**config.mk**
```make
export PLATFORM = sky130hd
export DESIGN_NAME = rclk_top
export DESIGN_NICKNAME = d
export VERILOG_FILES = /design/src/pkg/rclk_pkg.sv /design/src/hw/rclk_top.sv
export SDC_FILE = /design/constraint.sdc
export NUM_CORES = 1
export LEC_CHECK = 0
export ABC_AREA = 1
export BUFFER_PORTS_ARGS = -buffer_cell sky130_fd_sc_hd__buf_2
export CELL_PAD_IN_SITES_DETAIL_PLACEMENT = 0
export CELL_PAD_IN_SITES_GLOBAL_PLACEMENT = 1
export CORE_MARGIN = 2
export CORE_UTILIZATION = 42
export CTS_CLUSTER_SIZE = 10
export DETAILED_ROUTE_END_ITERATION = 10
export HOLD_SLACK_MARGIN = 0.15
export PLACE_DENSITY = 0.88
export SLEW_MARGIN = 20
export SYNTH_ARGS = -nofsm -noshare
export SYNTH_HDL_FRONTEND = slang
export SYNTH_SLANG_ARGS = --single-unit
```
**constraint.sdc**
```tcl
create_clock -name ref_clk -period 3.9 [get_ports ref_clk]
set_input_delay 0.195 -clock ref_clk [delete_from_list [all_inputs] [get_ports ref_clk]]
set_output_delay 0.195 -clock ref_clk [all_outputs]
set_load 0.01 [all_outputs]
```
**src/pkg/rclk_pkg.sv**
```systemverilog
// constants shared by the reference clock output block
package rclk_pkg;
  // ==========================================
  // register offsets
  localparam logic [7:0] ADDR_CTRL = 8'h00;
  localparam logic [7:0] ADDR_SRC = 8'h01;
  localparam logic [7:0] ADDR_STAT = 8'h02;
  // ==========================================
  // control and status register fields
  localparam int CTRL_EN_BIT = 7;
  localparam int CTRL_DUTY_LSB = 3;
  localparam int CTRL_DIV_LSB = 0;
  localparam int STAT_RUN_BIT = 0;
  localparam int STAT_OUT_BIT = 1;
  // ==========================================
  // reset values
  localparam logic [7:0] CTRL_RESET = 8'h10;
  localparam logic [1:0] DUTY_RESET = 2'h2;
  localparam logic [7:0] SRC_RESET = 8'h00;
  // ==========================================
  // engine states
  typedef enum logic [1:0] {
    RCLK_IDLE = 2'b00,
    RCLK_ARM = 2'b01,
    RCLK_RUN = 2'b10
  } rclk_state_e;
endpackage

```
**src/hw/rclk_top.sv**
```systemverilog
// reference clock output generator with register port
//
// The strobed register port and the address map are this design's own decisions.
`timescale 1ns/1ps
module rclk_top #(
  parameter int SRC_W = 2
) (
  // clock and reset
  input wire logic ref_clk,
  input wire logic rst_n,
  // register port
  input wire logic [7:0] reg_addr,
  input wire logic [7:0] reg_wdata,
  input wire logic reg_wr,
  input wire logic reg_rd,
  output logic [7:0] reg_rdata,
  // candidate source clocks, sampled levels
  input wire logic [2**SRC_W-1:0] src_clk,
  // device sleep request
  input wire logic sleep,
  // reference clock output
  output logic refclk_out
);

  // ==========================================
  // helper functions

  // period in half source cycles
  function automatic logic [8:0] period_f(input logic [2:0] div);
    period_f = 9'h002 << div;
  endfunction

  // high time in half source cycles
  function automatic logic [8:0] hi_len_f(input logic [2:0] div,
                                          input logic [1:0] duty);
    logic [10:0] prod;
    prod = {9'h000, duty} * {2'b00, period_f(div)};
    hi_len_f = prod[10:2];
  endfunction

  // ==========================================
  // registers

  logic [7:0] ctrl_ff;
  logic [SRC_W-1:0] sel_ff;
  logic [7:0] rdata_ff;
  logic [7:0] cnt_ff;
  logic [7:0] nxt_cnt;
  logic prev_ff;
  logic out_ff;
  logic nxt_out;
  rclk_pkg::rclk_state_e state_ff;
  rclk_pkg::rclk_state_e nxt_state;

  logic en;
  logic [1:0] duty;
  logic [2:0] div;
  logic lvl;
  logic edge_seen;
  logic rise_seen;
  logic ctrl_wr;
  logic nxt_en;

  assign en = ctrl_ff[rclk_pkg::CTRL_EN_BIT];
  assign duty = ctrl_ff[rclk_pkg::CTRL_DUTY_LSB +: 2];
  assign div = ctrl_ff[rclk_pkg::CTRL_DIV_LSB +: 3];
  assign ctrl_wr = reg_wr && (reg_addr == rclk_pkg::ADDR_CTRL);
  assign nxt_en = ctrl_wr ? reg_wdata[rclk_pkg::CTRL_EN_BIT] : en;

  assign lvl = src_clk[sel_ff];
  assign edge_seen = (lvl != prev_ff);
  assign rise_seen = lvl && !prev_ff;

  // control register, duty defaults to fifty percent
  // duty reset value
  always_ff @(posedge ref_clk or negedge rst_n) begin
    if (!rst_n) begin
      ctrl_ff <= rclk_pkg::CTRL_RESET;
    end else if (ctrl_wr) begin
      ctrl_ff <= reg_wdata;
    end
  end

  // source select register
  always_ff @(posedge ref_clk or negedge rst_n) begin
    if (!rst_n) begin
      sel_ff <= rclk_pkg::SRC_RESET[SRC_W-1:0];
    end else if (reg_wr && (reg_addr == rclk_pkg::ADDR_SRC)) begin
      sel_ff <= reg_wdata[SRC_W-1:0];
    end
  end

  // read data stands one cycle after the strobe
  always_ff @(posedge ref_clk or negedge rst_n) begin
    if (!rst_n) begin
      rdata_ff <= 8'h00;
    end else if (reg_rd) begin
      if (reg_addr == rclk_pkg::ADDR_CTRL) begin
        rdata_ff <= ctrl_ff;
      end else if (reg_addr == rclk_pkg::ADDR_SRC) begin
        rdata_ff <= {{(8-SRC_W){1'b0}}, sel_ff};
      end else if (reg_addr == rclk_pkg::ADDR_STAT) begin
        rdata_ff <= {6'h00, out_ff, state_ff == rclk_pkg::RCLK_RUN};
      end else begin
        rdata_ff <= 8'h00;
      end
    end else begin
      rdata_ff <= 8'h00;
    end
  end

  assign reg_rdata = rdata_ff;

  // ==========================================
  // divider engine

  always_comb begin
    nxt_state = state_ff;
    nxt_cnt = cnt_ff;
    nxt_out = out_ff;
    if (!nxt_en) begin
      nxt_state = rclk_pkg::RCLK_IDLE;
      nxt_cnt = 8'h00;
      nxt_out = 1'b0;
    end else if (sleep) begin
      nxt_state = state_ff;
    end else begin
      case (state_ff)
        rclk_pkg::RCLK_IDLE: begin
          nxt_state = rclk_pkg::RCLK_ARM;
        end
        rclk_pkg::RCLK_ARM: begin
          // wait for a source rising edge
          // so the first pulse is a full one, never a cut one
          if (rise_seen) begin
            nxt_state = rclk_pkg::RCLK_RUN;
            nxt_cnt = 8'h00;
            nxt_out = (div == 3'h0) || (duty != 2'h0);
          end
        end
        rclk_pkg::RCLK_RUN: begin
          if (div == 3'h0) begin
            nxt_out = lvl;
          end else if (edge_seen) begin
            if ({1'b0, cnt_ff} >= period_f(div) - 9'h001) begin
              nxt_cnt = 8'h00;
            end else begin
              nxt_cnt = cnt_ff + 8'h01;
            end
            // code 00 gives no high time
            nxt_out = {1'b0, nxt_cnt} < hi_len_f(div, duty);
          end
        end
        default: begin
          nxt_state = rclk_pkg::RCLK_IDLE;
        end
      endcase
    end
  end

  // engine clocked by system clock only
  always_ff @(posedge ref_clk or negedge rst_n) begin
    if (!rst_n) begin
      state_ff <= rclk_pkg::RCLK_IDLE;
      cnt_ff <= 8'h00;
      out_ff <= 1'b0;
    end else begin
      state_ff <= nxt_state;
      cnt_ff <= nxt_cnt;
      out_ff <= nxt_out;
    end
  end

  // source level history, frozen in sleep
  // a source change during sleep is then counted once on wake
  always_ff @(posedge ref_clk or negedge rst_n) begin
    if (!rst_n) begin
      prev_ff <= 1'b0;
    end else if (!sleep) begin
      prev_ff <= lvl;
    end
  end

  assign refclk_out = out_ff;

  // ==========================================
  // assertions

  logic ctrl_seen_ff;
  logic run;

  always_ff @(posedge ref_clk or negedge rst_n) begin
    if (!rst_n) begin
      ctrl_seen_ff <= 1'b0;
    end else if (ctrl_wr) begin
      ctrl_seen_ff <= 1'b1;
    end
  end

  assign run = (state_ff == rclk_pkg::RCLK_RUN);
endmodule

```
Word-level counts from Yosys, hierarchy flattened
Cells that the tools add are included.
{"block": "word_totals", "elab_cells": 67, "ff_bits": 30, "output_inout_bits": 9, "input_bits": 25}
{"block": "op_classes", "shifts": 1, "order_cmp": 3, "reduce_logical": 12, "mul": 1, "mux": 29, "n_addsub": 2, "n_eq_ne": 12}
{"cell": "$mux W8", "n": 13}
{"cell": "$pmux W8 S2", "n": 1}
{"cell": "$mul A2 B9 Y11", "n": 1}
{"cell": "$mux W2", "n": 5}
{"cell": "$ge A8 B9 Y1", "n": 1}
{"cell": "$lt A8 B9 Y1", "n": 1}
{"cell": "$ne A3 B3 Y1 const B", "n": 3}
{"cell": "$shl A2 B3 Y9 const A", "n": 1}
{"cell": "$sub A9 B1 Y9 const B", "n": 1}
{"cell": "$add A8 B1 Y8 const B", "n": 1}
{"cell": "$eq A8 B1 Y1 const B", "n": 1}
{"cell": "$eq A8 B2 Y1 const B", "n": 1}
{"cell": "$logic_not A8 Y1", "n": 1}
{"cell": "$mux W1", "n": 7}
{"cell": "$pmux W2 S3", "n": 1}
{"cell": "$reduce_and A5 Y1", "n": 1}
{"cell": "$ne A2 B2 Y1 const B", "n": 2}
{"cell": "$ne A4 B3 Y1 const B", "n": 1}
{"cell": "$reduce_and A4 Y1", "n": 1}
{"cell": "$logic_and A1 B1 Y1", "n": 3}
{"cell": "$logic_not A3 Y1", "n": 1}
{"cell": "$lt A2 B3 Y1 const B", "n": 1}
{"cell": "$ne A3 B1 Y1 const B", "n": 1}
{"cell": "$reduce_and A3 Y1", "n": 1}
{"cell": "9 further kinds", "n": 9}

Depth between registers and ports, before layout
Gate-level depths: netlist of run 1.
{"block": "depth", "ltp_word": 15, "ltp_mapped": 22, "ltp_nobuf": 21}

Worst setup path before layout of run 1
OpenSTA, ideal clock, no wires.
{"block": "synth_timing", "path_kind": "flip-flop to flip-flop", "from": "register ctrl_ff[0]", "to": "register out_ff (netlist: refclk_out)", "path_slack_ns": 1.149, "period_less_slack_ns": 2.751, "arrival_time_ns": 2.673, "required_time_ns": 3.823, "path_stages_with_launch": 20, "setup_time_ns": 0.077, "path_buffers": 1, "path_cell_list": "dfrtp_1 > buf_2 > inv_1 > nand2_1 > nor2_1 > ha_1 > fa_1 > inv_1 > nor2_1 > nor2_1 > nor2_1 > nor2_1 > xor2_1 > ha_1 > a21o_1 > a21oi_1 > nor2_1 > nor2_1 > nand3_1 > a21oi_1"}
{"block": "synth_between", "elab_chain_cells": 15, "word_cells_on_any_way": 21, "cone_classes": "add/sub (1); mul (1); order compare (2); eq/ne (1); shift (1); mux (12); reduce/logical (3)"}
{"item": "from (decl)", "line": "rclk_top.sv:44", "rtl": "logic [7:0] ctrl_ff;"}
{"item": "from (signal assigned)", "line": "rclk_top.sv:78", "rtl": "ctrl_ff <= rclk_pkg::CTRL_RESET;"}
{"item": "from (signal assigned)", "line": "rclk_top.sv:80", "rtl": "ctrl_ff <= reg_wdata;"}
{"item": "$shl A2 B3 Y9", "line": "rclk_top.sv:30", "rtl": "period_f = 9'h002 << div;"}
{"item": "$sub A9 B1 Y9", "line": "rclk_top.sv:145", "rtl": "if ({1'b0, cnt_ff} >= period_f(div) - 9'h001) begin"}
{"item": "$ge A8 B9 Y1", "line": "rclk_top.sv:145"}
{"item": "$mux W8", "line": "rclk_top.sv:145"}
{"item": "$mux W8", "line": "rclk_top.sv:144", "rtl": "end else if (edge_seen) begin"}
{"item": "$mux W8", "line": "rclk_top.sv:142", "rtl": "if (div == 3'h0) begin"}
{"item": "$mux W8", "line": "rclk_top.sv:128", "rtl": "case (state_ff)"}
{"item": "$mux W8", "line": "rclk_top.sv:125", "rtl": "end else if (sleep) begin"}
{"item": "$mux W8", "line": "rclk_top.sv:121", "rtl": "if (!nxt_en) begin"}
{"item": "$lt A8 B9 Y1", "line": "rclk_top.sv:151", "rtl": "nxt_out = {1'b0, nxt_cnt} < hi_len_f(div, duty);"}
{"item": "$mux W1", "line": "rclk_top.sv:144"}
{"item": "$mux W1", "line": "rclk_top.sv:142"}
{"item": "$pmux W1 S2", "line": "rclk_top.sv:128"}
{"item": "$mux W1", "line": "rclk_top.sv:125"}
{"item": "$mux W1", "line": "rclk_top.sv:121"}
{"item": "to (signal assigned)", "line": "rclk_top.sv:170", "rtl": "out_ff <= nxt_out;"}
{"item": "to (decl)", "line": "rclk_top.sv:50", "rtl": "logic out_ff;"}
Several ways; a longest one is shown, not always the timed one. The select of a mux whose other input is x is not followed.
A chain may end at the register's enable or synchronous reset.

Worst setup path after layout of run 1
Ends and elaborated chain as after synthesis.

==> impl_metrics.py, run 1 <==
metrics = {
    "final_layout": {
        "layout_commonest_cell": "nand2_1",
        "fill_cells": 563,
        "multi_input_area_um2": 1415,
        "most-common-layout-cells": "63 x nand2_1, 53 x nor2_1, 45 x inv_1",
        "drive_gt1_share_pct": 19.89,
        "nets": 415,
        "regArea_um2": 752.0,
        "layout-area-overhead-vs-synth_pct": 14.47,
        "antenna_cells": 0,
    },
    "timing": {
        "setup_slack_ns": 0.8447,
        "slew_headroom_pct": 53.45,
        "clock_skew_ns": 0.005151,
        "grt_setup_unrepaired": "no",
        "fin_setup_tns_ns": 0,
        "final_max_slew_viol_count": 0,
        "post-route-period-util_pct": 78.34,
        "finalHoldViolCount": 0,
        "min_period_ns": 3.055,
        "setup_violations": 0,
        "timing.fmax_ghz": 0.3273,
        "worstMarginPinSlew_ns": 0.6982,
    },
    "place": {
        "pre_cts_slack_ns": 0.8559,
        "io_buffer_count": 33,
        "place_hpwl_mm": 4.251,
        "place.gp.congestion": 0.8633,
    },
    "clock_network": {
        "cts_tree": "done",
        "cts_root_buffer": "clkbuf_8",
        "clk_latency_ns": 0.28,
        "path_clk_slew_ns": 0.06,
        "numClockSinks": 30,
        "clockBufferDepth": 2,
        "cts-htree-levels": 2,
        "ctsHoldBuffers": 3,
        "post-cts-setup-buffers": 0,
        "cts_made_buffers": 5,
        "cts_resized": 0,
    },
    "floorplan": {
        "fp.dieH_um": 79.51,
        "dieWidth_um": 79.51,
        "start_util_pct": 43.49,
        "core-area_um2": 5507,
        "num_io_pins": 34,
        "rows": 27,
        "die-area_um2": 6322,
    },
    "route": {
        "dr_total_vias": 2130,
        "first_pass_iters": 4,
        "totalWireLength_mm": 5.313,
        "vias_per_cell": 4.852,
        "ant_nets": 0,
        "drc_errors": 0,
        "drtIter0Drc": 80,
        "wl_per_cell_um": 12.10,
    },
    "worst_hold_path": {
        "hp-class": "in2reg",
        "hold_end": "ctrl_ff[6]",
        "hold_depth": 3,
        "min_from": "reg_wdata[6]",
    },
    "global_routing": {
        "grt_pass1_vias": 2081,
        "antenna_found_initial": 0,
        "grt_usage_pct": 18.56,
        "gr-total-overflow": 0,
        "grt_max_degree": 31,
        "grt_pass1_wl_mm": 9.170,
    },
    "power_and_ir_drop": {
        "clkPwrFrac_pct": 37.4,
        "comb_power_share_pct": 15.5,
        "ir_drop_mv": 0.1702,
        "swShare_pct": 27.65,
        "power_frac_seq_pct": 47.1,
        "pwr_density_cell_nw_per_um2": 252.3,
        "total_leakage_power_nw": 1.506,
        "netSwitchingPower_mw": 0.1912,
        "internal_power_mw": 0.5003,
    },
    "critical_path": {
        "r2r_cells": 18,
        "crit_chain": "inv_1 -> nand2_1 -> nor2_1 -> ha_1 -> fa_1 -> inv_1 -> nor2_1 -> nor2_1 -> nor2_1 -> nor2_1 -> xor2_1 -> ha_1 -> a21o_1 -> a21oi_1 -> nor2_1 -> nor2_1 -> nand3_1 -> a21oi_1",
        "path_class": "reg2reg",
        "timing.rr.end": "refclk_out",
        "r2r_start": "ctrl_ff[0]",
        "cp-end-kind": "register",
        "cp_max_fo": 9,
        "crit_required_ns": 4.10,
        "r2r_slack_ns": 0.84,
        "path_common_cell": "nor2_1",
        "critPathMaxStageDelay_ns": 0.48,
        "crit_slowest_cell": "dfrtp_1",
        "startpoint_type": "register",
        "critPathArrivalTime_ns": 3.26,
    },
    "synth": {
        "synthesis.area_um2": 2395,
        "postSynthAreaPerCell_um2": 7.324,
        "synthCells": 327,
        "ys.warnings.count": 0,
        "synth_seq_cells": 30,
        "syn_nets": 376,
        "ys_seq_area_share_pct": 31.40,
        "synth.distinct_cells": 35,
    },
    "run": {
        "maxCapViolations": 0,
    },
    "run_status": {
        "status": "finished clean",
    },
}
cells in the mapped netlist:
master | count | share of area [%]
nand2_1 | 63 | 9.9
nor2_1 | 53 | 8.3
inv_1 | 45 | 7.1
dfrtp_1 | 29 | 30
ha_1 | 23 | 12
a21oi_1 | 19 | 4.0
nand3_1 | 15 | 3.1
o21ai_0 | 12 | 2.5
o21ai_2 | 8 | 2.9
nand2_2 | 7 | 1.8
nand4_1 | 6 | 1.6
nor3_1 | 6 | 1.3
xor2_1 | 6 | 2.2
nand2_4 | 4 | 1.9
inv_2 | 3 | 0.47
nand3_2 | 3 | 1.3
buf_2 | 2 | 0.42
clkinv_1 | 2 | 0.31
nor2_2 | 2 | 0.52
nor4_1 | 2 | 0.52
o21ai_1 | 2 | 0.42
xnor2_1 | 2 | 0.73
a2111oi_0 | 1 | 0.37
a21o_1 | 1 | 0.31
and3_1 | 1 | 0.26
buf_12 | 1 | 0.84
clkbuf_1 | 1 | 0.16
dfstp_2 | 1 | 1.1
fa_1 | 1 | 0.84
inv_4 | 1 | 0.26
nor2_4 | 1 | 0.47
nor2_8 | 1 | 0.84
nor3_2 | 1 | 0.42
o21bai_1 | 1 | 0.31
o311ai_0 | 1 | 0.37
power groups by stage:
stage	Combinational (mW)	Sequential, mW	Clock, mW
after floorplan	0.0723	0.329	0
after global placement	0.105	0.331	0
after detailed placement	0.106	0.332	0
after CTS	0.109	0.326	0.267
after global routing	0.124	0.327	0.282
final	0.107	0.326	0.259
routing by layer:
layer / share of wire [%] / GRT usage (%)
met3: 3.0 / 3.620
met2: 48 / 31.01
met4: 0.64 / 5.690
met1: 49 / 24.16
met5: 0 / 0
registers in the layout, indices dropped and copies added, names as in the netlist:
name	count
ctrl_ff	8
reg_rdata	8
sel_ff	2
refclk_out	1
prev_ff	1
state_ff	2
cnt_ff	8
per-stage QoR:
step	area (um2)	util, %	power, mW	hold slack, ns	cells
after floorplan	2395	-	0.4010	-0.1006	327
after global placement	2616	47.51	0.4362	0.2776	428
after detailed placement	2616	47.51	0.4378	0.2743	428
after CTS	2741	49.78	0.7021	0.1514	439
after global routing	2741	49.78	0.7330	0.1702	439
final	2741	49.78	0.6915	0.1592	439
final cells by class:
type	count	area share (%)
Multi-Input combinational cell	242	51.62
Sequential cell	30	27.43
Timing Repair Buffer	36	7.120
Inverter	51	7.074
Tap cell	72	3.286
Clock buffer	6	3.012
Clock inverter	2	0.4564
worst max path at each step:
stage	from	to	slack, ns	cells after the start
final	ctrl_ff[0]	refclk_out	0.84	18
after global routing	ctrl_ff[1]	refclk_out	0.53	19
after CTS	ctrl_ff[0]	refclk_out	0.83	18
after detailed placement	ctrl_ff[0]	refclk_out	0.86	18
after global placement	ctrl_ff[0]	refclk_out	0.98	18
after floorplan	ctrl_ff[0]	refclk_out	1.15	19
worst max-delay path: cells and delay by family (launching register included):
family	cells	cell delay, ns
XOR/XNOR	1	0.17
flip-flops	1	0.48
adder cells (fa/ha/maj)	3	0.90
buffers and inverters	2	0.19
AO/OA/AOI/OAI	3	0.43
AND/OR/NAND/NOR	9	0.81
kinds of logic after synthesis:
logic type	synth area share, %
AND/OR/NAND/NOR	32.13
buffers and inverters	9.509
flip-flops	31.40
XOR/XNOR	2.926
AO/OA/AOI/OAI	11.18
adder cells (fa/ha/maj)	12.85
(Power assumes the default switching activity.)
==> run 2, diff against run 1 <==
--- a/config.mk
+++ b/config.mk
@@ -10,11 +10,11 @@
 export CELL_PAD_IN_SITES_DETAIL_PLACEMENT = 0
 export CELL_PAD_IN_SITES_GLOBAL_PLACEMENT = 1
 export CORE_MARGIN = 2
-export CORE_UTILIZATION = 42
+export CORE_UTILIZATION = 38
 export CTS_CLUSTER_SIZE = 10
 export DETAILED_ROUTE_END_ITERATION = 10
 export HOLD_SLACK_MARGIN = 0.15
-export PLACE_DENSITY = 0.88
+export PLACE_DENSITY = 0.85
 export SLEW_MARGIN = 20
 export SYNTH_ARGS = -nofsm -noshare
 export SYNTH_HDL_FRONTEND = slang
==> constraint.sdc (replaced) <==
create_clock -name ref_clk -period 2.8 [get_ports ref_clk]
set_input_delay 0.14 -clock ref_clk [delete_from_list [all_inputs] [get_ports ref_clk]]
set_output_delay 0.14 -clock ref_clk [all_outputs]
set_load 0.01 [all_outputs]
==> run 2 against run 1 <==
Compared with the run above:
- register-to-register slack lost 0.86 ns
- critical path type unchanged
- largest cell class unchanged
- the run now ends with setup timing left
- critical path depth grew 1
- largest power group unchanged
- worst hold slack gained 0.021 ns
- global-route usage grew 0.33 points
- flip-flop and latch count is the same
==> impl_metrics.py, run 2 (synthesis gave the netlist of run 1 again) <==
metrics = {
    "run_status": {
        "status": "complete, but fails checks",
        "violations": "setup timing",
    },
    "place": {
        "dp.cells": 451,
        "place_hpwl_mm": 4.412,
        "io_buffer_count": 33,
        "place.gp.congestion": 0.8692,
    },
    "power_and_ir_drop": {
        "total_leakage_power_nw": 1.765,
        "ir_drop_mv": 0.2509,
        "total_power_mw": 1.045,
        "pwr_density_cell_nw_per_um2": 314.8,
    },
    "global_routing": {
        "grt_pass1_vias": 2325,
        "antenna_found_initial": 0,
        "grt_max_degree": 31,
        "gr-total-overflow": 0,
        "grt_usage_pct": 18.88,
        "grt_pass1_wl_mm": 10.61,
    },
    "timing": {
        "setup_slack_ns": -0.01496,
        "final_max_slew_viol_count": 0,
        "finalHoldViolCount": 0,
        "timing.fmax_ghz": 0.3552,
        "post-route-period-util_pct": 100.5,
        "fin_setup_tns_ns": -0.01496,
        "setup_violations": 1,
        "grt_setup_unrepaired": "yes",
        "clock_skew_ns": 0.007908,
        "min_period_ns": 2.815,
        "worstMarginPinSlew_ns": 0.7162,
        "slew_headroom_pct": 52.25,
    },
    "worst_hold_path": {
        "hp-class": "in2reg",
        "min_from": "reg_wdata[7]",
    },
    "critical_path": {
        "startpoint_type": "register",
        "cp-end-kind": "register",
        "critPathMaxStageDelay_ns": 0.46,
        "path_class": "reg2reg",
        "critPathArrivalTime_ns": 2.98,
        "critPathLaunch": "ctrl_ff[2]",
        "crit_chain": "nor2_4 -> nand2_4 -> buf_6 -> buf_4 -> buf_4 -> buf_4 -> buf_4 -> buf_4 -> buf_4 -> buf_4 -> buf_4 -> buf_4 -> buf_4 -> buf_4 -> buf_4 -> nand4_1 -> nand2_1 -> nor2_2 -> a21oi_2",
        "r2r_start": "ctrl_ff[2]",
        "crit_slowest_cell": "dfrtp_2",
        "path_common_cell": "buf_4",
        "cp_max_fo": 4,
        "crit_required_ns": 2.96,
    },
    "clock_network": {
        "cts_root_buffer": "clkbuf_8",
        "numClockSinks": 30,
        "cts-htree-levels": 2,
        "cts_tree": "done",
        "cts_made_buffers": 5,
        "clockBufferDepth": 2,
        "clk_latency_ns": 0.29,
        "path_clk_slew_ns": 0.07,
    },
    "floorplan": {
        "die-area_um2": 6953,
        "fp.dieH_um": 83.39,
        "rows": 28,
        "start_util_pct": 39.97,
        "dieWidth_um": 83.39,
        "core-area_um2": 5991,
        "num_io_pins": 34,
    },
    "final_layout": {
        "final_cells": 490,
        "most-common-layout-cells": "55 x nand2_1, 41 x inv_1, 40 x nor2_1",
        "fill_cells": 545,
        "layout-area-overhead-vs-synth_pct": 38.66,
        "antenna_cells": 0,
        "nets": 463,
        "drive_gt1_share_pct": 38.31,
        "layout_commonest_cell": "nand2_1",
    },
    "route": {
        "first_pass_iters": 4,
        "drc_errors": 0,
        "routedLengthMet1_mm": 2.872,
        "totalWireLength_mm": 6.200,
        "highest_layer": "met4",
        "vias_per_cell": 4.896,
        "wl_met2_mm": 2.985,
        "wl_per_cell_um": 12.65,
        "drtIter0Drc": 62,
        "ant_nets": 0,
        "met3_length_um": 182,
        "dr_total_vias": 2399,
    },
    "run": {
        "maxCapViolations": 0,
    },
}
==> run 2: cell count changes in the layout (fill, tap and decap cells not counted), moves of 4 or more <==
| cell | change |
|---|---|
| a21oi_1 | -4 |
| a21oi_2 | +4 |
| buf_4 | +37 |
| dlygate4sd3_1 | +8 |
| ha_1 | -5 |
| ha_4 | +4 |
| inv_1 | -4 |
| nand2_1 | -8 |
| nand2_2 | +6 |
| nand3_1 | -4 |
| nand3_2 | +4 |
| nor2_1 | -13 |
| nor2_2 | +12 |
==> run 2: routing by layer <==
metal,GRT usage [%],vias up
met5,0,-
met4,5.961,0
met3,3.181,14
met2,32.26,45
met1,24.26,1100
li1,-,1240
==> run 2: timing repair <==
item                                   CTS  global route
hold buffers                            11             0
pin swaps                               24            25
setup endpoints to repair                1             1
resized for setup                       26            29
buffers inserted                        21             1
endpoints found under the hold margin   42             0
==> run 2: final cells by class <==
type / instances / area [um2] / share of cell area [%]
Tap cell: 75 / 93.84 / 2.826
Clock buffer: 6 / 82.58 / 2.487
Inverter: 51 / 198.9 / 5.991
Multi-Input combinational cell: 242 / 1590 / 47.89
Timing Repair Buffer: 84 / 586.8 / 17.67
Sequential cell: 30 / 755.7 / 22.76
Clock inverter: 2 / 12.51 / 0.3768
==> run 2: worst paths after layout <==
check / end / slack [ns] / depth (start not counted)
worst max register to register: refclk_out / -0.01 / 19
max in group asynchronous: ctrl_ff[2] / 1.87 / 2
worst max-delay path: refclk_out / -0.01 / 19
min in group asynchronous: cnt_ff[4] / 0.43 / 2
worst min-delay path: ctrl_ff[7] / 0.18 / 3
worst min register to register: reg_rdata[5] / 0.50 / 2
==> run 2: power breakdown <==
group	total [mW]	switching [mW]	internal, mW
Sequential	0.454	0.00976	0.444
Clock	0.373	0.175	0.197
Combinational	0.219	0.121	0.0979
Total	1.05	0.306	0.740
==> run 2: through the flow <==
step,hold WS [ns],utilization [%],setup slack (ns),area (um2)
after floorplan,-0.1556,-,0.04926,2395
after global placement,0.2327,46.24,-0.02967,2770
after detailed placement,0.2297,46.24,-0.1179,2770
after CTS,0.1752,53.88,-0.01860,3228
after global routing,0.1856,55.43,-0.1290,3321
final,0.1805,55.43,-0.01496,3321
==> run 2: critical path: cells and delay by family, from the launching register on <==
family / cells / cell delay (ns)
AO/OA/AOI/OAI: 1 / 0.07
buffers and inverters: 13 / 1.57
flip-flops: 1 / 0.46
AND/OR/NAND/NOR: 5 / 0.59
==> run 3, diff against run 2 <==
--- a/config.mk
+++ b/config.mk
@@ -15,6 +15,7 @@
 export DETAILED_ROUTE_END_ITERATION = 10
 export HOLD_SLACK_MARGIN = 0.15
 export PLACE_DENSITY = 0.85
+export SETUP_SLACK_MARGIN = 0.02
 export SLEW_MARGIN = 20
 export SYNTH_ARGS = -nofsm -noshare
 export SYNTH_HDL_FRONTEND = slang
==> run 3 against run 2 <==
Compared with the run above:
- the flow still finishes with violations (setup timing)
- flip-flop and latch count is the same
- sequential power is essentially flat
- worst hold slack gained 0.0053 ns
- power is essentially flat
- sequential share of layout area is essentially flat
- highest routed layer unchanged
==> impl_metrics.py, run 3 (synthesis gave the netlist of run 1 again) <==
metrics = {
    "run_status": {
        "violations": "setup timing",
        "status": "complete, but fails checks",
    },
    "timing": {
        "clock_skew_ns": 0.005108,
        "setup_slack_ns": -0.02025,
        "post-route-period-util_pct": 100.7,
        "final_max_slew_viol_count": 0,
        "worstMarginPinSlew_ns": 0.7100,
        "finalHoldViolCount": 0,
        "timing.fmax_ghz": 0.3546,
        "min_period_ns": 2.820,
        "grt_setup_unrepaired": "yes",
        "setup_violations": 1,
        "slew_headroom_pct": 52.67,
    },
    "global_routing": {
        "grt_pass1_wl_mm": 10.61,
        "gr-total-overflow": 0,
        "antenna_found_initial": 0,
        "grt_pass1_vias": 2325,
        "grt_usage_pct": 18.88,
        "grt_max_degree": 31,
    },
    "power_and_ir_drop": {
        "internal_power_mw": 0.7395,
        "ir_drop_mv": 0.2505,
        "pwr_density_cell_nw_per_um2": 315.0,
        "total_power_mw": 1.045,
        "power_frac_seq_pct": 43.4,
        "total_leakage_power_nw": 1.767,
        "swShare_pct": 29.22,
        "netSwitchingPower_mw": 0.3053,
        "clkPwrFrac_pct": 35.8,
        "comb_power_share_pct": 20.7,
    },
    "critical_path": {
        "path_buf_inv": 3,
        "cp-end-kind": "register",
        "r2r_start": "ctrl_ff[0]",
        "critPathTopFamily": "simple AND/OR/NAND/NOR gates",
        "critPathLaunch": "ctrl_ff[0]",
        "critPathArrivalTime_ns": 3.04,
        "crit_slowest_cell": "dfrtp_2",
        "crit_required_ns": 3.01,
        "path_common_cell": "nor2_1",
        "crit_chain": "inv_2 -> buf_4 -> nand3_2 -> nor2_1 -> ha_4 -> a21oi_1 -> nand2_2 -> nand2_1 -> a21oi_1 -> nor2_1 -> xor2_1 -> ha_1 -> nand2_1 -> inv_1 -> nand4_1 -> nor2_1 -> nor2_1 -> nand3_1 -> a21oi_2",
        "path_class": "reg2reg",
        "startpoint_type": "register",
        "cp_max_fo": 4,
        "critPathMaxStageDelay_ns": 0.44,
    },
    "route": {
        "totalWireLength_mm": 6.268,
        "vias_per_cell": 4.854,
        "wl_per_cell_um": 12.74,
        "drc_errors": 0,
        "drtIter0Drc": 61,
        "dr_total_vias": 2388,
        "first_pass_iters": 4,
        "ant_nets": 0,
    },
    "worst_hold_path": {
        "hp-class": "in2reg",
        "min_from": "reg_wdata[7]",
    },
    "run": {
        "maxCapViolations": 0,
    },
    "final_layout": {
        "fill_cells": 540,
        "antenna_cells": 0,
        "nets": 465,
        "layout-area-overhead-vs-synth_pct": 38.51,
        "layout_commonest_cell": "nand2_1",
        "most-common-layout-cells": "55 x nand2_1, 41 x inv_1, 41 x nor2_1",
        "multi_input_area_um2": 1570,
        "drive_gt1_share_pct": 37.65,
        "final_cells": 492,
        "regArea_um2": 755.7,
        "fin_area_um2": 3317,
    },
    "floorplan": {
        "num_io_pins": 34,
        "rows": 28,
        "die-area_um2": 6953,
        "dieWidth_um": 83.39,
        "fp.dieH_um": 83.39,
        "start_util_pct": 39.97,
        "core-area_um2": 5991,
    },
    "place": {
        "dp.cells": 451,
        "place_hpwl_mm": 4.412,
        "io_buffer_count": 33,
        "place.gp.congestion": 0.8692,
        "placed_area_um2": 2770,
    },
    "clock_network": {
        "path_clk_slew_ns": 0.07,
        "cts_root_buffer": "clkbuf_8",
        "clk_latency_ns": 0.29,
        "clockBufferDepth": 2,
        "cts-htree-levels": 2,
        "cts_made_buffers": 5,
        "numClockSinks": 30,
        "cts_tree": "done",
    },
}
## run 3: cell types whose count changed in the layout (fill, tap and decap cells not counted)
cell      change
buf_4         +1
buf_6         +1
inv_2         +1
inv_4         -1
nand3_1       +1
nand3_2       -1
nor2_1        +1
nor2_2        -1
nor3_1        +1
nor3_2        -1
o311ai_1      +1
o311ai_2      -1
## run 3: layout make-up
type                    instances  share of cell area [%]
clock inverters                 2                  0.3772
inverters                      51                   5.922
repair buffers                 86                   18.26
multi-input cells             242                   47.34
well taps                      75                   2.829
flip-flops and latches         30                   22.78
clock buffers                   6                   2.490
## run 3: per-stage QoR
stage	hold WS (ns)	TNS, ns	utilization, %	setup slack (ns)
after floorplan	-0.1556	0	-	0.04926
after global placement	0.2327	-0.02967	46.24	-0.02967
after detailed placement	0.2297	-0.1179	46.24	-0.1179
after CTS	0.1752	-0.01860	54.07	-0.01860
after global routing	0.1856	-0.1533	55.37	-0.1533
final	0.1858	-0.02025	55.37	-0.02025
## run 3: tightest hold or removal path: cells and delay by family
kind / cells / cell delay [ns]
simple gates: 2 / 0.17
buf+inv: 1 / 0.11
## run 3: final timing paths
kind,end,slack [ns],cells after the start
min in group asynchronous,cnt_ff[4],0.43,2
hold reg to reg,reg_rdata[5],0.50,2
hold / removal,ctrl_ff[7],0.19,3
max in group asynchronous,ctrl_ff[2],1.87,2
setup / recovery,refclk_out,-0.02,19
setup reg to reg,refclk_out,-0.02,19
## run 3: power by group through the flow
stage | Sequential [mW] | Combinational, mW | Clock [mW]
finish | 0.454 | 0.216 | 0.375
global route | 0.455 | 0.241 | 0.394
CTS | 0.452 | 0.207 | 0.383
detailed placement | 0.460 | 0.168 | 0
global placement | 0.460 | 0.166 | 0
floorplan | 0.458 | 0.101 | 0
## run 3: per-layer routing
layer / vias up / global-route usage (%) / wire length, um
li1: 1240 / - / -
met1: 1097 / 24.26 / 2936
met2: 39 / 32.26 / 3026
met3: 12 / 3.181 / 163
met4: 0 / 5.961 / 141
met5: - / 0 / 0
## run 3: repair_timing
action	in CTS	in global routing
hold buffers	11	0
endpoints found under the hold margin	42	0
pin swaps	24	22
endpoints found under the setup margin	1	1
buffers inserted	21	2
gates cloned	0	0
resized for setup	27	24
